===== src/shared/ispv_pkg.sv =====
package ispv_pkg;

  // ****************************************************************
  // register map
  // ****************************************************************
  localparam int          ADDR_W        = 3;
  localparam int          DATA_W        = 8;
  localparam logic [2:0]  SENSE_OFS     = 3'h0;
  localparam logic [2:0]  ENABLE_OFS    = 3'h1;
  localparam logic [2:0]  FLAG_OFS      = 3'h2;
  localparam logic [2:0]  PRIA_OFS      = 3'h3;
  localparam logic [2:0]  PRIB_OFS      = 3'h4;
  localparam logic [2:0]  SYSCTL_OFS    = 3'h5;

  localparam logic [7:0]  SENSE_RST     = 8'h00;
  localparam logic [7:0]  ENABLE_RST    = 8'h00;
  localparam logic [7:0]  PRIA_RST      = 8'h00;
  localparam logic [7:0]  PRIB_RST      = 8'h00;
  localparam logic [7:0]  SYSCTL_RST    = 8'h08;
  localparam logic [7:0]  FLAG_MASK     = 8'h3F;
  localparam logic [7:0]  SYSCTL_MASK   = 8'h0C;
  localparam int          EDGE_SEL_BIT  = 2;
  localparam int          USER_MODE_BIT = 3;

  // ****************************************************************
  // pins and vectors
  // ****************************************************************
  localparam int          PIN_COUNT     = 6;
  localparam int          INT_COUNT     = 27;
  localparam logic [5:0]  PIN_IDLE      = 6'h3F;
  localparam logic [5:0]  PIN_NONE      = 6'h00;
  localparam logic [5:0]  WAKE_PINS     = 6'h07;
  localparam logic [5:0]  VEC_NMI       = 6'h07;
  localparam logic [5:0]  VEC_PIN0      = 6'h0C;

  // vector of each internal source, index 0 upward
  localparam logic [5:0] INT_VEC [INT_COUNT] = '{
    6'h14, 6'h17,                                    // watchdog, converter
    6'h18, 6'h19, 6'h1A, 6'h1C, 6'h1D, 6'h1E,        // 16-bit ch0, ch1
    6'h20, 6'h21, 6'h22,                             // 16-bit ch2
    6'h24, 6'h25, 6'h26, 6'h27, 6'h28, 6'h29, 6'h2A, 6'h2B, // 8-bit
    6'h34, 6'h35, 6'h36, 6'h37, 6'h38, 6'h39, 6'h3A, 6'h3B  // serial
  };

  // priority group of a vector
  function automatic logic ispvHighLevel(input logic [5:0] vec,
                                         input logic [7:0] priA,
                                         input logic [7:0] priB);
    logic hi;
    hi = 1'b0;
    case (vec) inside
      6'd12:             hi = priA[7];
      6'd13:             hi = priA[6];
      [6'd14:6'd15]:     hi = priA[5];
      [6'd16:6'd17]:     hi = priA[4];
      6'd20, 6'd23:      hi = priA[3];
      [6'd24:6'd26]:     hi = priA[2];
      [6'd28:6'd30]:     hi = priA[1];
      [6'd32:6'd34]:     hi = priA[0];
      [6'd36:6'd39]:     hi = priB[7];
      [6'd40:6'd43]:     hi = priB[6];
      [6'd52:6'd55]:     hi = priB[3];
      [6'd56:6'd59]:     hi = priB[2];
      default:           hi = 1'b0;
    endcase
    return hi;
  endfunction

endpackage


===== src/verilog/ispv_controller.sv =====
// Summary of operation
// - pin sense: low level, or falling edge
// - seven external plus 27 internal sources
// - only nonmaskable and pins 0-2 wake
// - nonmaskable highest, ignores both mask bits
// - nonmaskable edge polarity selectable
// - nonmaskable request gives vector 7
// - per-pin enable blocks disabled pins
// - four level bits for six pins
// - readable per-pin flag, software clearable
// - pins 0-5 map to vectors 12-17
// - detection uses pin level, any direction
// - internal request needs its enable bit
// - lower vector wins; default after reset
// - all but nonmaskable raisable to high
// - vector address: number times four/two
// - fixed internal vectors, reserved never issued
// - internal level bits shared per group
// - flag set on low or falling edge
// - write 1 ignored; read-1-write-0 clears
// - low level masked when primary mask set
// - high masked by primary alone in user mode, else both masks
module ispv_controller
  import ispv_pkg::*;
(
  input  wire logic                 core_clk,
  input  wire logic                 rst_n,
  input  wire logic [ADDR_W-1:0]    regAddr,
  input  wire logic [DATA_W-1:0]    regWrData,
  input  wire logic                 regWrite,
  input  wire logic                 regRead,
  output logic      [DATA_W-1:0]    regRdData,
  input  wire logic                 nmiPin,
  input  wire logic [5:0]           pinReq_n,
  input  wire logic [INT_COUNT-1:0] periphFlag,
  input  wire logic [INT_COUNT-1:0] periphEnable,
  input  wire logic                 cpuMaskPrimary,
  input  wire logic                 cpuMaskUser,
  input  wire logic                 modeAdvanced,
  input  wire logic                 inStandby,
  input  wire logic                 intAck,
  output logic                      irqPending,
  output logic      [5:0]           vectorNum,
  output logic      [15:0]          vectorAddr,
  output logic                      wakeReq
);

  // ****************************************************************
  // state
  // ****************************************************************
  logic [7:0]  senseSel_reg,  senseSel_next;
  logic [7:0]  enable_reg,    enable_next;
  logic [7:0]  priA_reg,      priA_next;
  logic [7:0]  priB_reg,      priB_next;
  logic [7:0]  sysCtl_reg,    sysCtl_next;
  logic [5:0]  readSeen_reg,  readSeen_next;
  logic [7:0]  rdData_reg,    rdData_next;
  logic        nmiPrev_reg,   nmiPrev_next;
  logic        nmiLatch_reg,  nmiLatch_next;
  logic        pending_reg,   pending_next;
  logic [5:0]  vecNum_reg,    vecNum_next;
  logic [15:0] vecAddr_reg,   vecAddr_next;
  logic        wake_reg,      wake_next;
  logic [5:0]  pinFlag;
  logic [5:0]  swClear;
  logic [5:0]  ackClear;
  logic        nmiEdge;
  logic [63:0] reqVec;
  logic [63:0] hiVec;
  logic [63:0] hiCand;
  logic [63:0] loCand;
  logic        maskLow;
  logic        maskHigh;

  // lowest set index of a request vector
  function automatic logic [5:0] firstSet(input logic [63:0] r);
    logic [5:0] idx;
    idx = 6'h00;
    for (int i = 63; i >= 0; i--) begin
      if (r[i]) begin
        idx = 6'(i);
      end
    end
    return idx;
  endfunction

  // ****************************************************************
  // pin request flags
  // ****************************************************************
  ispv_pin_detect u_pins (
    .core_clk   (core_clk),
    .rst_n      (rst_n),
    .pinLevel_n (pinReq_n),
    .senseEdge  (senseSel_reg[5:0]),
    .swClear    (swClear),
    .ackClear   (ackClear),
    .flag       (pinFlag)
  );

  // ****************************************************************
  // register port
  // ****************************************************************
  always_comb begin
    senseSel_next = senseSel_reg;
    enable_next   = enable_reg;
    priA_next     = priA_reg;
    priB_next     = priB_reg;
    sysCtl_next   = sysCtl_reg;
    readSeen_next = readSeen_reg;
    rdData_next   = 8'h00;
    swClear       = PIN_NONE;
    if (regRead) begin
      unique case (regAddr)
        SENSE_OFS:  rdData_next = senseSel_reg;
        ENABLE_OFS: rdData_next = enable_reg;
        FLAG_OFS: begin
          rdData_next   = {2'b00, pinFlag};
          readSeen_next = readSeen_reg | pinFlag;
        end
        PRIA_OFS:   rdData_next = priA_reg;
        PRIB_OFS:   rdData_next = priB_reg;
        SYSCTL_OFS: rdData_next = sysCtl_reg & SYSCTL_MASK;
        default:    rdData_next = 8'h00;
      endcase
    end
    if (regWrite) begin
      unique case (regAddr)
        SENSE_OFS:  senseSel_next = regWrData;
        ENABLE_OFS: enable_next   = regWrData;
        FLAG_OFS: begin
          // ones are ignored; zero clears only a flag seen as one
          swClear       = readSeen_reg & ~regWrData[5:0];
          readSeen_next = readSeen_reg & regWrData[5:0];
        end
        PRIA_OFS:   priA_next   = regWrData;
        PRIB_OFS:   priB_next   = regWrData;
        SYSCTL_OFS: sysCtl_next = regWrData & SYSCTL_MASK;
        default:    ;
      endcase
    end
  end

  // ****************************************************************
  // request gathering and arbitration
  // ****************************************************************
  always_comb begin
    nmiPrev_next = nmiPin;
    nmiEdge = sysCtl_reg[EDGE_SEL_BIT] ? (nmiPin & ~nmiPrev_reg)
                                       : (~nmiPin & nmiPrev_reg);
    reqVec = 64'h0000_0000_0000_0000;
    hiVec  = 64'h0000_0000_0000_0000;
    for (int p = 0; p < PIN_COUNT; p++) begin
      reqVec[VEC_PIN0 + 6'(p)] = pinFlag[p] & enable_reg[p];
    end
    for (int s = 0; s < INT_COUNT; s++) begin
      reqVec[INT_VEC[s]] = periphFlag[s] & periphEnable[s];
    end
    for (int v = 0; v < 64; v++) begin
      hiVec[v] = ispvHighLevel(6'(v), priA_reg, priB_reg);
    end
    maskLow  = cpuMaskPrimary;
    maskHigh = sysCtl_reg[USER_MODE_BIT] ? cpuMaskPrimary
             : (cpuMaskPrimary & cpuMaskUser);
    hiCand = reqVec & hiVec & {64{~maskHigh}};
    loCand = reqVec & ~hiVec & {64{~maskLow}};

    // nonmaskable held until the core takes it
    nmiLatch_next = nmiLatch_reg;
    ackClear      = PIN_NONE;
    if (intAck && pending_reg) begin
      if (vecNum_reg == VEC_NMI) begin
        nmiLatch_next = 1'b0;
      end
      for (int p = 0; p < PIN_COUNT; p++) begin
        ackClear[p] = senseSel_reg[p] && (vecNum_reg == VEC_PIN0 + 6'(p));
      end
    end
    if (nmiEdge) begin
      nmiLatch_next = 1'b1;
    end

    // nonmaskable first, then high group, then low, lowest vector first
    pending_next = 1'b1;
    if (nmiLatch_reg) begin
      vecNum_next = VEC_NMI;
    end else if (|hiCand) begin
      vecNum_next = firstSet(hiCand);
    end else if (|loCand) begin
      vecNum_next = firstSet(loCand);
    end else begin
      vecNum_next  = vecNum_reg;
      pending_next = 1'b0;
    end
    vecAddr_next = modeAdvanced ? {8'h00, vecNum_next, 2'b00}
                                : {9'h000, vecNum_next, 1'b0};

    wake_next = inStandby
              & (nmiEdge | (|(pinFlag & enable_reg[5:0] & WAKE_PINS)));
  end

  always_ff @(posedge core_clk) begin
    if (!rst_n) begin
      senseSel_reg <= SENSE_RST;
      enable_reg   <= ENABLE_RST;
      priA_reg     <= PRIA_RST;
      priB_reg     <= PRIB_RST;
      sysCtl_reg   <= SYSCTL_RST;
      readSeen_reg <= PIN_NONE;
      rdData_reg   <= 8'h00;
      nmiPrev_reg  <= 1'b0;
      nmiLatch_reg <= 1'b0;
      pending_reg  <= 1'b0;
      vecNum_reg   <= 6'h00;
      vecAddr_reg  <= 16'h0000;
      wake_reg     <= 1'b0;
    end else begin
      senseSel_reg <= senseSel_next;
      enable_reg   <= enable_next;
      priA_reg     <= priA_next;
      priB_reg     <= priB_next;
      sysCtl_reg   <= sysCtl_next;
      readSeen_reg <= readSeen_next;
      rdData_reg   <= rdData_next;
      nmiPrev_reg  <= nmiPrev_next;
      nmiLatch_reg <= nmiLatch_next;
      pending_reg  <= pending_next;
      vecNum_reg   <= vecNum_next;
      vecAddr_reg  <= vecAddr_next;
      wake_reg     <= wake_next;
    end
  end

  assign regRdData  = rdData_reg;
  assign irqPending = pending_reg;
  assign vectorNum  = vecNum_reg;
  assign vectorAddr = vecAddr_reg;
  assign wakeReq    = wake_reg;

  // ****************************************************************
  // checks
  // ****************************************************************
  a_nmi_first_vector : assert property (@(posedge core_clk)
    disable iff (!rst_n)
    nmiLatch_reg |=> pending_reg && vecNum_reg == 6'd7)
    else $error("latched nonmaskable not presented as vector 7");

  a_nmi_ignores_masks : assert property (@(posedge core_clk)
    disable iff (!rst_n)
    nmiEdge && cpuMaskPrimary && cpuMaskUser ##1 1'b1 |=> pending_reg)
    else $error("nonmaskable blocked by cpu masks");

  a_disabled_pin : assert property (@(posedge core_clk)
    disable iff (!rst_n)
    pending_reg && vecNum_reg == 6'd12 |-> $past(enable_reg[0]))
    else $error("disabled pin 0 forwarded a request");

  a_low_masked : assert property (@(posedge core_clk)
    disable iff (!rst_n)
    pending_reg && vecNum_reg != 6'd7
      && !ispvHighLevel(vecNum_reg, $past(priA_reg), $past(priB_reg))
      |-> !$past(cpuMaskPrimary))
    else $error("low level request passed primary mask");

  a_high_masked : assert property (@(posedge core_clk)
    disable iff (!rst_n)
    pending_reg && vecNum_reg != 6'd7 && $past(cpuMaskPrimary)
      |-> !$past(cpuMaskUser) && !$past(sysCtl_reg[USER_MODE_BIT]))
    else $error("request passed both masks");

  a_vector_address : assert property (@(posedge core_clk)
    disable iff (!rst_n)
    pending_reg |-> vecAddr_reg == ($past(modeAdvanced)
      ? {8'h00, vecNum_reg, 2'b00} : {9'h000, vecNum_reg, 1'b0}))
    else $error("vector address does not match number");

  a_no_reserved : assert property (@(posedge core_clk)
    disable iff (!rst_n)
    pending_reg |-> !(vecNum_reg inside {[6'd0:6'd6], [6'd8:6'd11],
      6'd18, 6'd19, 6'd21, 6'd22, 6'd27, 6'd31, 6'd35, [6'd44:6'd51],
      [6'd60:6'd63]}))
    else $error("reserved vector issued");

  a_wake_sources : assert property (@(posedge core_clk)
    disable iff (!rst_n)
    wake_reg |-> $past(nmiEdge) || ($past(pinFlag[2:0]) != 3'b000))
    else $error("wake raised by a pin that cannot wake");

  a_flag_write_one : assert property (@(posedge core_clk)
    disable iff (!rst_n)
    regWrite && regAddr == FLAG_OFS && regWrData[1] && pinFlag[1]
      && !ackClear[1] |=> pinFlag[1])
    else $error("writing one cleared a pin flag");

endmodule // ispv_controller


===== src/verilog/ispv_pin_detect.sv =====
module ispv_pin_detect
  import ispv_pkg::*;
(
  input  wire logic             core_clk,
  input  wire logic             rst_n,
  input  wire logic [5:0]       pinLevel_n,
  input  wire logic [5:0]       senseEdge,
  input  wire logic [5:0]       swClear,
  input  wire logic [5:0]       ackClear,
  output logic      [5:0]       flag
);

  logic [5:0] prevLevel_reg;
  logic [5:0] prevLevel_next;
  logic [5:0] flag_reg;
  logic [5:0] flag_next;
  logic [5:0] setEvent;

  // ****************************************************************
  // request sensing
  // ****************************************************************
  always_comb begin
    // pin level taken whatever the pin direction
    setEvent = (senseEdge & prevLevel_reg & ~pinLevel_n)
             | (~senseEdge & ~pinLevel_n);
    // a new request beats a clear in the same cycle
    flag_next = (flag_reg & ~(swClear | ackClear)) | setEvent;
    prevLevel_next = pinLevel_n;
  end

  always_ff @(posedge core_clk) begin
    if (!rst_n) begin
      flag_reg      <= PIN_NONE;
      prevLevel_reg <= PIN_IDLE;
    end else begin
      flag_reg      <= flag_next;
      prevLevel_reg <= prevLevel_next;
    end
  end

  assign flag = flag_reg;

  a_edge_flag_set : assert property (@(posedge core_clk)
    disable iff (!rst_n)
    senseEdge[1] && prevLevel_reg[1] && !pinLevel_n[1] |=> flag_reg[1])
    else $error("falling edge did not set pin flag");

  a_level_flag_set : assert property (@(posedge core_clk)
    disable iff (!rst_n)
    !senseEdge[0] && !pinLevel_n[0] |=> flag_reg[0])
    else $error("low level did not set pin flag");

endmodule // ispv_pin_detect


===== config.mk =====
export PLATFORM = sky130hd
export DESIGN_NAME = ispv_controller
export DESIGN_NICKNAME = d
export VERILOG_FILES = /design/src/shared/ispv_pkg.sv /design/src/verilog/ispv_controller.sv /design/src/verilog/ispv_pin_detect.sv
export SDC_FILE = /design/constraint.sdc
export NUM_CORES = 1
export LEC_CHECK = 0
export ABC_AREA = 1
export BUFFER_PORTS_ARGS = -buffer_cell sky130_fd_sc_hd__buf_2
export CAP_MARGIN = 10
export CORE_UTILIZATION = 45
export CTS_BUF_LIST = sky130_fd_sc_hd__clkbuf_16
export DETAILED_ROUTE_END_ITERATION = 6
export PLACE_DENSITY = 0.72
export SYNTH_ARGS = -nofsm -noshare
export SYNTH_HDL_FRONTEND = slang
export SYNTH_HIERARCHICAL = 1
export SYNTH_SLANG_ARGS = --single-unit

===== constraint.sdc =====
create_clock -name core_clk -period 2.4 [get_ports core_clk]
set_input_delay 0.48 -clock core_clk [delete_from_list [all_inputs] [get_ports core_clk]]
set_output_delay 0.48 -clock core_clk [all_outputs]
set_load 0.01 [all_outputs]

**After elaboration in Yosys (flattened, before gate mapping)**

Cells that the tools add are included.

- Flip-flop bits (word level): 86
- Word-level logic and storage cells: 262

- Eq/ne operators: 12
- Mux-type cells: 148
- Bitwise gates (word level): 63
- Reduce and logical (&&, ||, !) cells: 22

Operators with widths:

| operator | number |
|---|---|
| 2-to-1 mux 6 bit | 138 |
| bitwise AND 60 x 64 -> 64 bit | 2 |
| OR reduction 64 bit | 2 |
| bitwise AND 64 bit | 1 |
| NOT 60 -> 64 bit | 1 |
| bitwise AND 60 bit | 1 |
| case mux 8 bit (6 select lines) | 1 |
| bitwise AND 1 bit | 37 |
| bitwise AND 6 bit | 6 |
| == test 6 x 4 -> 1 bit, second input constant | 4 |
| NOT 6 bit | 4 |
| bitwise OR 6 bit | 4 |
| AND reduction 2 bit | 8 |
| == test 6 x 5 -> 1 bit, second input constant | 2 |
| 2-to-1 mux 1 bit | 8 |
| logical AND 1 bit | 7 |
| 2-to-1 mux 7 bit | 1 |
| == test 3 x 2 -> 1 bit, second input constant | 2 |
| == test 3 bit, second input constant | 2 |
| == test 6 x 3 -> 1 bit, second input constant | 1 |
| NOT 1 bit | 5 |
| nonzero test 2 bit | 2 |
| bitwise AND 3 bit | 1 |
| == test 3 x 1 -> 1 bit, second input constant | 1 |
| 4 further kinds | 4 |

**Depth between registers and ports, before layout**

Gate-level depths: netlist (run 1).

- Depth after elaboration: 71
- Depth in mapped cells: 36
- Mapped depth without buffers: 36

**Hierarchy**

The synthesis (run 1) kept the hierarchy.

By module, submodules not included:

| module | times used | cells an instance | area each (sq um) |
|---|---|---|---|
| ispv_controller | 1 | 707 | 4191.5 |
| ispv_pin_detect | 1 | 73 | 469.2 |

**Worst setup path after synthesis (run 1)**

OpenSTA, ideal clock, no wires.

- Path type: in2reg
- Start point: input port cpuMaskUser
- End point: register vecAddr_reg[2], in the netlist vectorAddr[2]
- Arrival: 2.266 ns
- Path slack: 0.022 ns
- Stages: 31
- Path through: nor2_2 -> nor2_4 -> buf_6 -> nor2_1 -> inv_2 -> nor2_2 -> inv_1 -> nand2_1 -> nand2_1 -> nand2_1 -> nand2_1 -> nand2_1 -> nand2_1 -> nand2_1 -> nand2_1 -> nand2_1 -> nand2_1 -> nand2_1 -> nand2_1 -> nand2_1 -> nand2_1 -> nand2_1 -> nand2_1 -> nand2_1 -> nand2_1 -> nand2_1 -> nand2_1 -> a21oi_2 -> nand2_1 -> nand2_1 -> nand2_1

- Longest elaborated chain between the ends: 71

RTL lines:

| item | line | RTL |
|---|---|---|
| from (decl) | ispv_controller.sv:38 | `input wire logic cpuMaskUser,` |
| bitwise AND 1 bit * | ispv_controller.sv:163 | `: (cpuMaskPrimary & cpuMaskUser);` |
| 2-to-1 mux 1 bit * | ispv_controller.sv:162 | `maskHigh = sysCtl_reg[USER_MODE_BIT] ? cpuMaskPrimary` |
| NOT 1 bit * | ispv_controller.sv:164 | `hiCand = reqVec & hiVec & {64{~maskHigh}};` |
| bitwise AND 60 x 64 -> 64 bit * | ispv_controller.sv:164 |  |
| 2-to-1 mux 6 bit (64 in series) | ispv_controller.sv:80 | `if (r[i]) begin` |
| 2-to-1 mux 6 bit * | ispv_controller.sv:186 | `end else if (\|hiCand) begin` |
| 2-to-1 mux 6 bit * | ispv_controller.sv:184 | `if (nmiLatch_reg) begin` |
| 2-to-1 mux 7 bit * | ispv_controller.sv:194 | `vecAddr_next = modeAdvanced ? {8'h00, vecNum_next, 2'b00}` |
| to (signal assigned) | ispv_controller.sv:228 | `vecAddr_reg <= vecAddr_next;` |
| to (decl) | ispv_controller.sv:62 | `logic [15:0] vecAddr_reg, vecAddr_next;` |

Every way passes the cells marked *; elsewhere a longest branch is shown, timed or not.
A chain may end at the register's enable or synchronous reset.

**Worst setup path after layout (run 1)**

- Start point: register sysCtl_reg[3]
- End point: register vecAddr_reg[5], in the netlist vectorAddr[5]

- Longest elaborated chain between the ends: 70

RTL lines:

| item | line | RTL |
|---|---|---|
| from (decl) | ispv_controller.sv:55 | `logic [7:0] sysCtl_reg, sysCtl_next;` |
| from (signal assigned) | ispv_controller.sv:221 | `sysCtl_reg <= sysCtl_next;` |
| 2-to-1 mux 1 bit * | ispv_controller.sv:162 |  |
| NOT 1 bit * | ispv_controller.sv:164 |  |
| bitwise AND 60 x 64 -> 64 bit * | ispv_controller.sv:164 |  |
| 2-to-1 mux 6 bit (64 in series) | ispv_controller.sv:80 |  |
| 2-to-1 mux 6 bit * | ispv_controller.sv:186 |  |
| 2-to-1 mux 6 bit * | ispv_controller.sv:184 |  |
| 2-to-1 mux 7 bit * | ispv_controller.sv:194 |  |

Marked as above.

==> metrics.md, run 1 <==
| Metric | Value |
|---|---|
| GRT overflow | 0 |
| Synth cell types | 37 |
| Largest net degree at the start of global routing | 25 |
| CP cell instances | nor2_4 > nor2_4 > buf_6 > nor2_4 > inv_4 > nor2_4 > buf_4 > nor3_4 > nand4_1 > nor4_4 > buf_4 > buf_4 > nand2_1 > o21ai_2 > nor2_2 > nand2_1 > o21ai_1 |
| Async set-reset flop share out of synthesis | 0 |
| Pleak | 3.22 nW |
| Worst setup margin | -0.0615 ns |
| Pwr dens | 561 nW/µm² |
| Crit-path most repeated cell | nor2_4 |
| TritonRoute pass-1 iters | 5 |
| Deepest clock path buffer count | 2 |
| Mapped Cells | 780 |
| CP arrival | 2.68 ns |
| Violated checks | negative setup slack |
| Maximum clock frequency | 0.406 GHz |
| Post-synth top area cell | dfxtp_1 |
| Setup CP Type | reg2reg |
| Seq cells post-synth | 77 |
| Maxcap violations | 0 |
| Most common cell after layout, fill and taps aside | nand2_1 |
| Max FO, Critical Path | 5 |
| Fin area | 6280 µm² |
| Post-DP HPWL | 11200 µm |
| Dpl cell area | 5800 µm² |
| Detail Route Antenna Nets | 0 |
| Worst Skew | 0.00704 ns |
| Initial antenna violation count | 0 |
| Clock Sink Count | 77 |
| Hold buffers post-CTS | 0 |
| Number of flops mapped to enable cells by yosys | 0 |
| Core Area | 9910 µm² |
| Remaining DRCs | 0 |
| Min-delay worst type | in2reg |
| Initial Utilization | 0.470 |
| DIE AREA | 10800 µm² |
| Synth Flop Type | dfxtp_1 |
| Most frequent cells in the layout | nand2_1, inv_1, buf_2 |
| Ports | 113 |
| CTS buffer count | 9 |
| GRT Util Overall | 0.273 |
| Share of cells above drive strength 1 | 0.259 |
| Final Wtd Congestion | 0.945 |
| Hold Vio Cnt, Final | 0 |
| CTS tree | done |
| Post-route insts no fill | 1099 |
| Reg clk slew, reported paths | 0.06 ns |
| Die height | 104 µm |
| Fin Setup TNS | -0.259 ns |
| Clk network pwr share | 0.382 |
| R2R Setup Slk | -0.06 ns |
| Part of the cycle the worst path needs | 1.03 |
| Total Power | 3.52 mW |
| Drt via density | 4.96 |
| Synth top area share | 0.331 |
| Worst-Margin Slew | 0.612 ns |
| Max stage delay cell, worst path | dfxtp_4 |
| Std cell rows | 36 |
| Rel. slew slack | 0.592 |
| Fillers | 955 |
| Skew-Pair Late Insertion Delay | 0.33 ns |
| Seq/Total Area, Yosys | 0.331 |
| Logic pwr share | 0.217 |
| Main area contributors after synthesis | dfxtp_1, nand2_1, inv_1 |
| Switching part of the total power | 0.295 |
| Req. time, crit path | 2.62 ns |
| Placed cells | 1076 |
| Htree depth | 3 |
| Status | finished, violations left |
| Setup crit start kind | register |
| Antenna Cells | 0 |
| Syn-to-layout area delta | 34.7% |
| Chip Width | 104 µm |
| Max incr delay on CP | 0.37 ns |
| Avg WL per Cell | 13.0 µm |
| Vias in the first global route | 5128 |
| Syn. warnings | 6 |
| First-pass GRT wire length | 23700 µm |
| # nets final | 1042 |
| Initial drt markers | 329 |
| Final hold slack | 0.326 ns |
| Internal power | 2.48 mW |
| Final setup viols | 6 |
| Worst vdd rail ir drop | 0.398 mV |
| Share of power burned in registers | 0.401 |
| Post-synthesis instance area | 4660 µm² |
| Routed Wire Length | 14200 µm |
| Setup crit end kind | register |
| Via count | 5451 |
| Final Max Slew Viols | 0 |
| Port bufs | 103 |
| RSZ-0062 raised after global routing | true |
| Root Buffer | clkbuf_16 |
| Syn_area_per_cell | 5.98 µm² |
| Crit path time final | 2.46 ns |
| P_sw | 1.04 mW |
what timing repair did:
action / in CTS / in global routing
buffers inserted: 2 / 5
hold endpoints to repair: 0 / 0
gates resized for setup: 23 / 16
setup endpoints to repair: 10 / 14
cloned: 0 / 0
pin swaps: 8 / 6
per-layer routing:
| metal | track usage | wire length, µm |
|---|---|---|
| met3 | 0.0403 | 912 |
| met5 | 0 | 0 |
| met2 | 0.470 | 6640 |
| met1 | 0.347 | 6320 |
| met4 | 0.0939 | 377 |
logic make-up (layout without fill, tap and decap cells):
family,after synthesis,count (layout),synth area share
and+or+nand+nor,393,393,0.352
AOI/OAI and AO/OA,140,140,0.170
other,1,9,0.000805
DFF,77,77,0.331
buffers and inverters,169,347,0.147
worst paths after layout:
kind	startpoint	endpoint	cells past startpoint
max reg2reg	sysCtl_reg[3]$_SDFFE_PN1P_	vectorAddr[5]$_SDFF_PN0_	17
min reg2reg	enable_reg[6]$_SDFFE_PN0P_	enable_reg[6]$_SDFFE_PN0P_	2
max	sysCtl_reg[3]$_SDFFE_PN1P_	vectorAddr[5]$_SDFF_PN0_	17
min	pinReq_n[0]	u_pins/prevLevel_reg[0]$_SDFF_PN1_	3
metrics by stage:
stage                     setup slack, ns   util
after detailed placement           -0.370  0.585
after global placement             -0.363  0.585
final                             -0.0615  0.633
after global routing               -0.336  0.633
after floorplan                    0.0217      -
after CTS                         -0.0685  0.625
power groups by stage:
stage / Clock [mW] / Combinational (mW) / Sequential (mW)
finish: 1.35 / 0.764 / 1.41
global route: 1.42 / 0.858 / 1.42
CTS: 1.36 / 0.736 / 1.41
detailed placement: 0 / 0.710 / 1.44
global placement: 0 / 0.705 / 1.44
floorplan: 0 / 0.391 / 1.44
critical path: cells and delay by family (launching register included):
kind | cells | cell delay [ns]
and+or+nand+nor | 10 | 1.08
buffers and inverters | 5 | 0.67
DFF | 1 | 0.37
AOI/OAI and AO/OA | 2 | 0.21
Yosys cell counts, types with 2 or more instances:
| cell | number |
|---|---|
| dfxtp_1 | 77 |
| nor2_1 | 106 |
| o21ai_1 | 9 |
| inv_2 | 13 |
| o21ai_0 | 46 |
| nand2_1 | 201 |
| nor4_1 | 5 |
| clkbuf_1 | 8 |
| buf_4 | 9 |
| nor2_2 | 7 |
| a31oi_1 | 12 |
| and2_1 | 5 |
| a221oi_1 | 6 |
| o221ai_1 | 2 |
| nand3_1 | 19 |
| a41oi_1 | 2 |
| a21oi_2 | 2 |
| a21oi_1 | 46 |
| clkinv_1 | 3 |
| nand4_1 | 5 |
| buf_6 | 2 |
| nor3_1 | 40 |
| o22ai_1 | 9 |
| inv_1 | 133 |
layout make-up:
| type | count | area, µm² | area share |
|---|---|---|---|
| inverter | 149 | 562 | 0.0895 |
| multi-input combinational | 542 | 2580 | 0.411 |
| clock inverter | 7 | 75.1 | 0.0120 |
| tap | 133 | 166 | 0.0265 |
| sequential | 77 | 1550 | 0.246 |
| timing repair buffer | 182 | 1120 | 0.179 |
| clock buffer | 9 | 225 | 0.0359 |
No activity file was read; power rests on OpenSTA's default activity.
==> run 2: changes to the inputs <==
--- a/config.mk
+++ b/config.mk
@@ -5,13 +5,13 @@
 export SDC_FILE = /design/constraint.sdc
 export NUM_CORES = 1
 export LEC_CHECK = 0
-export ABC_AREA = 1
+export ABC_AREA = 0
 export BUFFER_PORTS_ARGS = -buffer_cell sky130_fd_sc_hd__buf_2
 export CAP_MARGIN = 10
 export CORE_UTILIZATION = 45
 export CTS_BUF_LIST = sky130_fd_sc_hd__clkbuf_16
 export DETAILED_ROUTE_END_ITERATION = 6
-export PLACE_DENSITY = 0.72
+export PLACE_DENSITY = 0.71
 export SYNTH_ARGS = -nofsm -noshare
 export SYNTH_HDL_FRONTEND = slang
 export SYNTH_HIERARCHICAL = 1
==> run 2 against run 1 <==
Against the previous run: the flow now finishes without violations; first-iteration DRC count up 18%; total power up 2.5%; clock power up 13%; non-clock buffer count down 32; register-to-register slack better by 0.26 ns; clock-buffer cell count unchanged; area after synthesis up 3.0%; cell area down 3.8%; critical path type is now in2reg; highest routed layer unchanged.
==> metrics.md, run 2 <==
| Metric | Value |
|---|---|
| Core Area | 10300 µm² |
| Post-DP HPWL | 12500 µm |
| Rel. slew slack | 0.547 |
| Mapped Cells | 606 |
| Final Wtd Congestion | 0.959 |
| Setup crit end kind | register |
| First-pass GRT wire length | 25600 µm |
| RSZ-0062 raised after global routing | false |
| Syn. warnings | 6 |
| DIE AREA | 11100 µm² |
| Initial antenna violation count | 0 |
| Share of cells above drive strength 1 | 0.272 |
| Detail Route Antenna Nets | 0 |
| CTS tree | done |
| Min-delay worst type | in2reg |
| Status | complete, no violations |
| Deepest clock path buffer count | 2 |
| Syn_area_per_cell | 7.92 µm² |
| Core Util, Final | 0.585 |
| Fillers | 978 |
| Placed cells | 866 |
| Min-Delay Endpoint | u_pins/prevLevel_reg[0]$_SDFF_PN1_ |
| Avg WL per Cell | 18.2 µm |
| Max FO, Critical Path | 15 |
| Storage cell area | 1540 µm² |
| Worst Hold Path Cells | 2 |
| Vias in the first global route | 5088 |
| CP arrival | 2.47 ns |
| TritonRoute pass-1 iters | 5 |
| Drt via density | 6.09 |
| Async set-reset flop share out of synthesis | 0 |
| Post-CTS Setup Inserts | 0 |
| Seq cells post-synth | 77 |
| Area of the multi-input gates | 3100 µm² |
| Hold buffers post-CTS | 0 |
| Main area contributors after synthesis | dfxtp_1, nand2_1, a21oi_1 |
| Remaining DRCs | 0 |
| Req. time, crit path | 2.65 ns |
| GRT Util Overall | 0.294 |
| Synth top area share | 0.321 |
| Initial drt markers | 387 |
| Chip Width | 105 µm |
| Pre-CTS setup slack | -0.399 ns |
| Die height | 105 µm |
| Setup CP Type | in2reg |
| Skew-Pair Late Insertion Delay | 0.34 ns |
| Std cell rows | 37 |
| Post-synth top area cell | dfxtp_1 |
| Post-synthesis instance area | 4800 µm² |
| Reg2reg end | vectorAddr[2]$_SDFF_PN0_ |
| Syn-to-layout area delta | 25.8% |
| Pleak | 2.49 nW |
| Min-delay src | pinReq_n[0] |
| Worst-Margin Slew | 0.670 ns |
| Reg clk slew, reported paths | 0.06 ns |
| Fin Setup TNS | 0 ns |
| Clock Sink Count | 77 |
| CTS buffer count | 9 |
| Largest net degree at the start of global routing | 35 |
| Most common cell in the netlist | nand2_1 |
| Worst setup margin | 0.174 ns |
| Port bufs | 103 |
| Post-route insts no fill | 882 |
| GRT overflow | 0 |
| Final Max Slew Viols | 0 |
| Maximum clock frequency | 0.449 GHz |
| Pwr dens | 598 nW/µm² |
| Initial Utilization | 0.465 |
| Post-synth top cells | nand2_1, dfxtp_1, a21oi_1, nor2_1, nand3_1 |
| Root Buffer | clkbuf_16 |
| # nets final | 822 |
| Final hold slack | 0.371 ns |
| Worst vdd rail ir drop | 0.403 mV |
| Number of flops mapped to enable cells by yosys | 0 |
| Final setup viols | 0 |
| Crit path time final | 2.23 ns |
| Synth cell types | 80 |
| Htree depth | 3 |
| Setup crit start kind | primary input |
| Synth Flop Type | dfxtp_1 |
| Ports | 113 |
| Critical R2R Launch | sysCtl_reg[3]$_SDFFE_PN1P_ |
| FF-to-FF path depth | 7 |
| Most frequent cells in the layout | nand2_1, buf_2, dfxtp_1 |
| Most common cell after layout, fill and taps aside | nand2_1 |
| Part of the cycle the worst path needs | 0.927 |
| Hold Vio Cnt, Final | 0 |
| Antenna Cells | 0 |
| R2R Setup Slk | 0.20 ns |
| Routed Wire Length | 16100 µm |
| Worst Skew | 0.00881 ns |
| Via count | 5372 |
| Maxcap violations | 0 |
| Seq/Total Area, Yosys | 0.321 |
## run 2: worst max-delay path, stage by stage
cell	delay, ns
buf_2	0.21
buf_4	0.22
o21ai_4	0.13
nand2_1	0.14
a31oi_2	0.28
nand4_1	0.17
o41ai_2	0.45
nor2_1	0.11
o32ai_2	0.27
## run 2: how the worst max path moves through the flow
| stage | startpoint | endpoint | depth (start not counted) |
|---|---|---|---|
| floorplan | periphFlag[15] | vectorAddr[2]$_SDFF_PN0_ | 7 |
| global placement | cpuMaskPrimary | vectorAddr[1]$_SDFF_PP0_ | 9 |
| detailed placement | cpuMaskPrimary | vectorAddr[2]$_SDFF_PN0_ | 9 |
| CTS | cpuMaskPrimary | vectorAddr[2]$_SDFF_PN0_ | 9 |
| global route | sysCtl_reg[3]$_SDFFE_PN1P_ | vectorAddr[1]$_SDFF_PP0_ | 7 |
| finish | cpuMaskPrimary | vectorAddr[2]$_SDFF_PN0_ | 9 |
## run 2: layout make-up
| cell class | instances | share of cell area |
|---|---|---|
| multi-input cells | 497 | 0.514 |
| flip-flops and latches | 77 | 0.255 |
| clock buffers | 9 | 0.0373 |
| well taps | 136 | 0.0282 |
| repair buffers | 150 | 0.144 |
| clock inverters | 7 | 0.0174 |
| inverters | 6 | 0.00373 |
## run 2: kinds of logic (layout without fill, tap and decap cells)
kind of cell           Yosys count  after routing  share of synthesized area
buffers and inverters           40            172                     0.0415
other                            1              9                   0.000782
flip-flops                      77             77                      0.321
AO/OA/AOI/OAI                  185            185                      0.286
multiplexers                    20             20                     0.0477
AND/OR/NAND/NOR                283            283                      0.303
## run 2: metrics by stage
stage	area, µm²	total power [mW]
finish	6030	3.61
global placement	5690	2.09
global route	6030	3.74
floorplan	4830	1.81
CTS	6030	3.61
detailed placement	5690	2.10
## run 2: timing repair
item | CTS | global route
setup endpoints to repair | 2 | 2
cloned | 0 | 0
resized for setup | 1 | 1
endpoints found under the hold margin | 0 | 0
## run 2: power by group
group	total (mW)	internal [mW]	switching, mW	leakage, nW
sequential	1.40	1.34	0.0579	0.630
clock	1.53	0.930	0.596	0.159
combinational	0.685	0.297	0.388	1.70
total	3.61	2.57	1.04	2.49
## run 2: metal layers
metal  GRT usage  routed length, µm  vias up
met5           0                  0        -
met4       0.161                836        0
met3      0.0421               1050       58
met2       0.500               7630      272
met1       0.357               6560     2538
li1            -                  -     2504
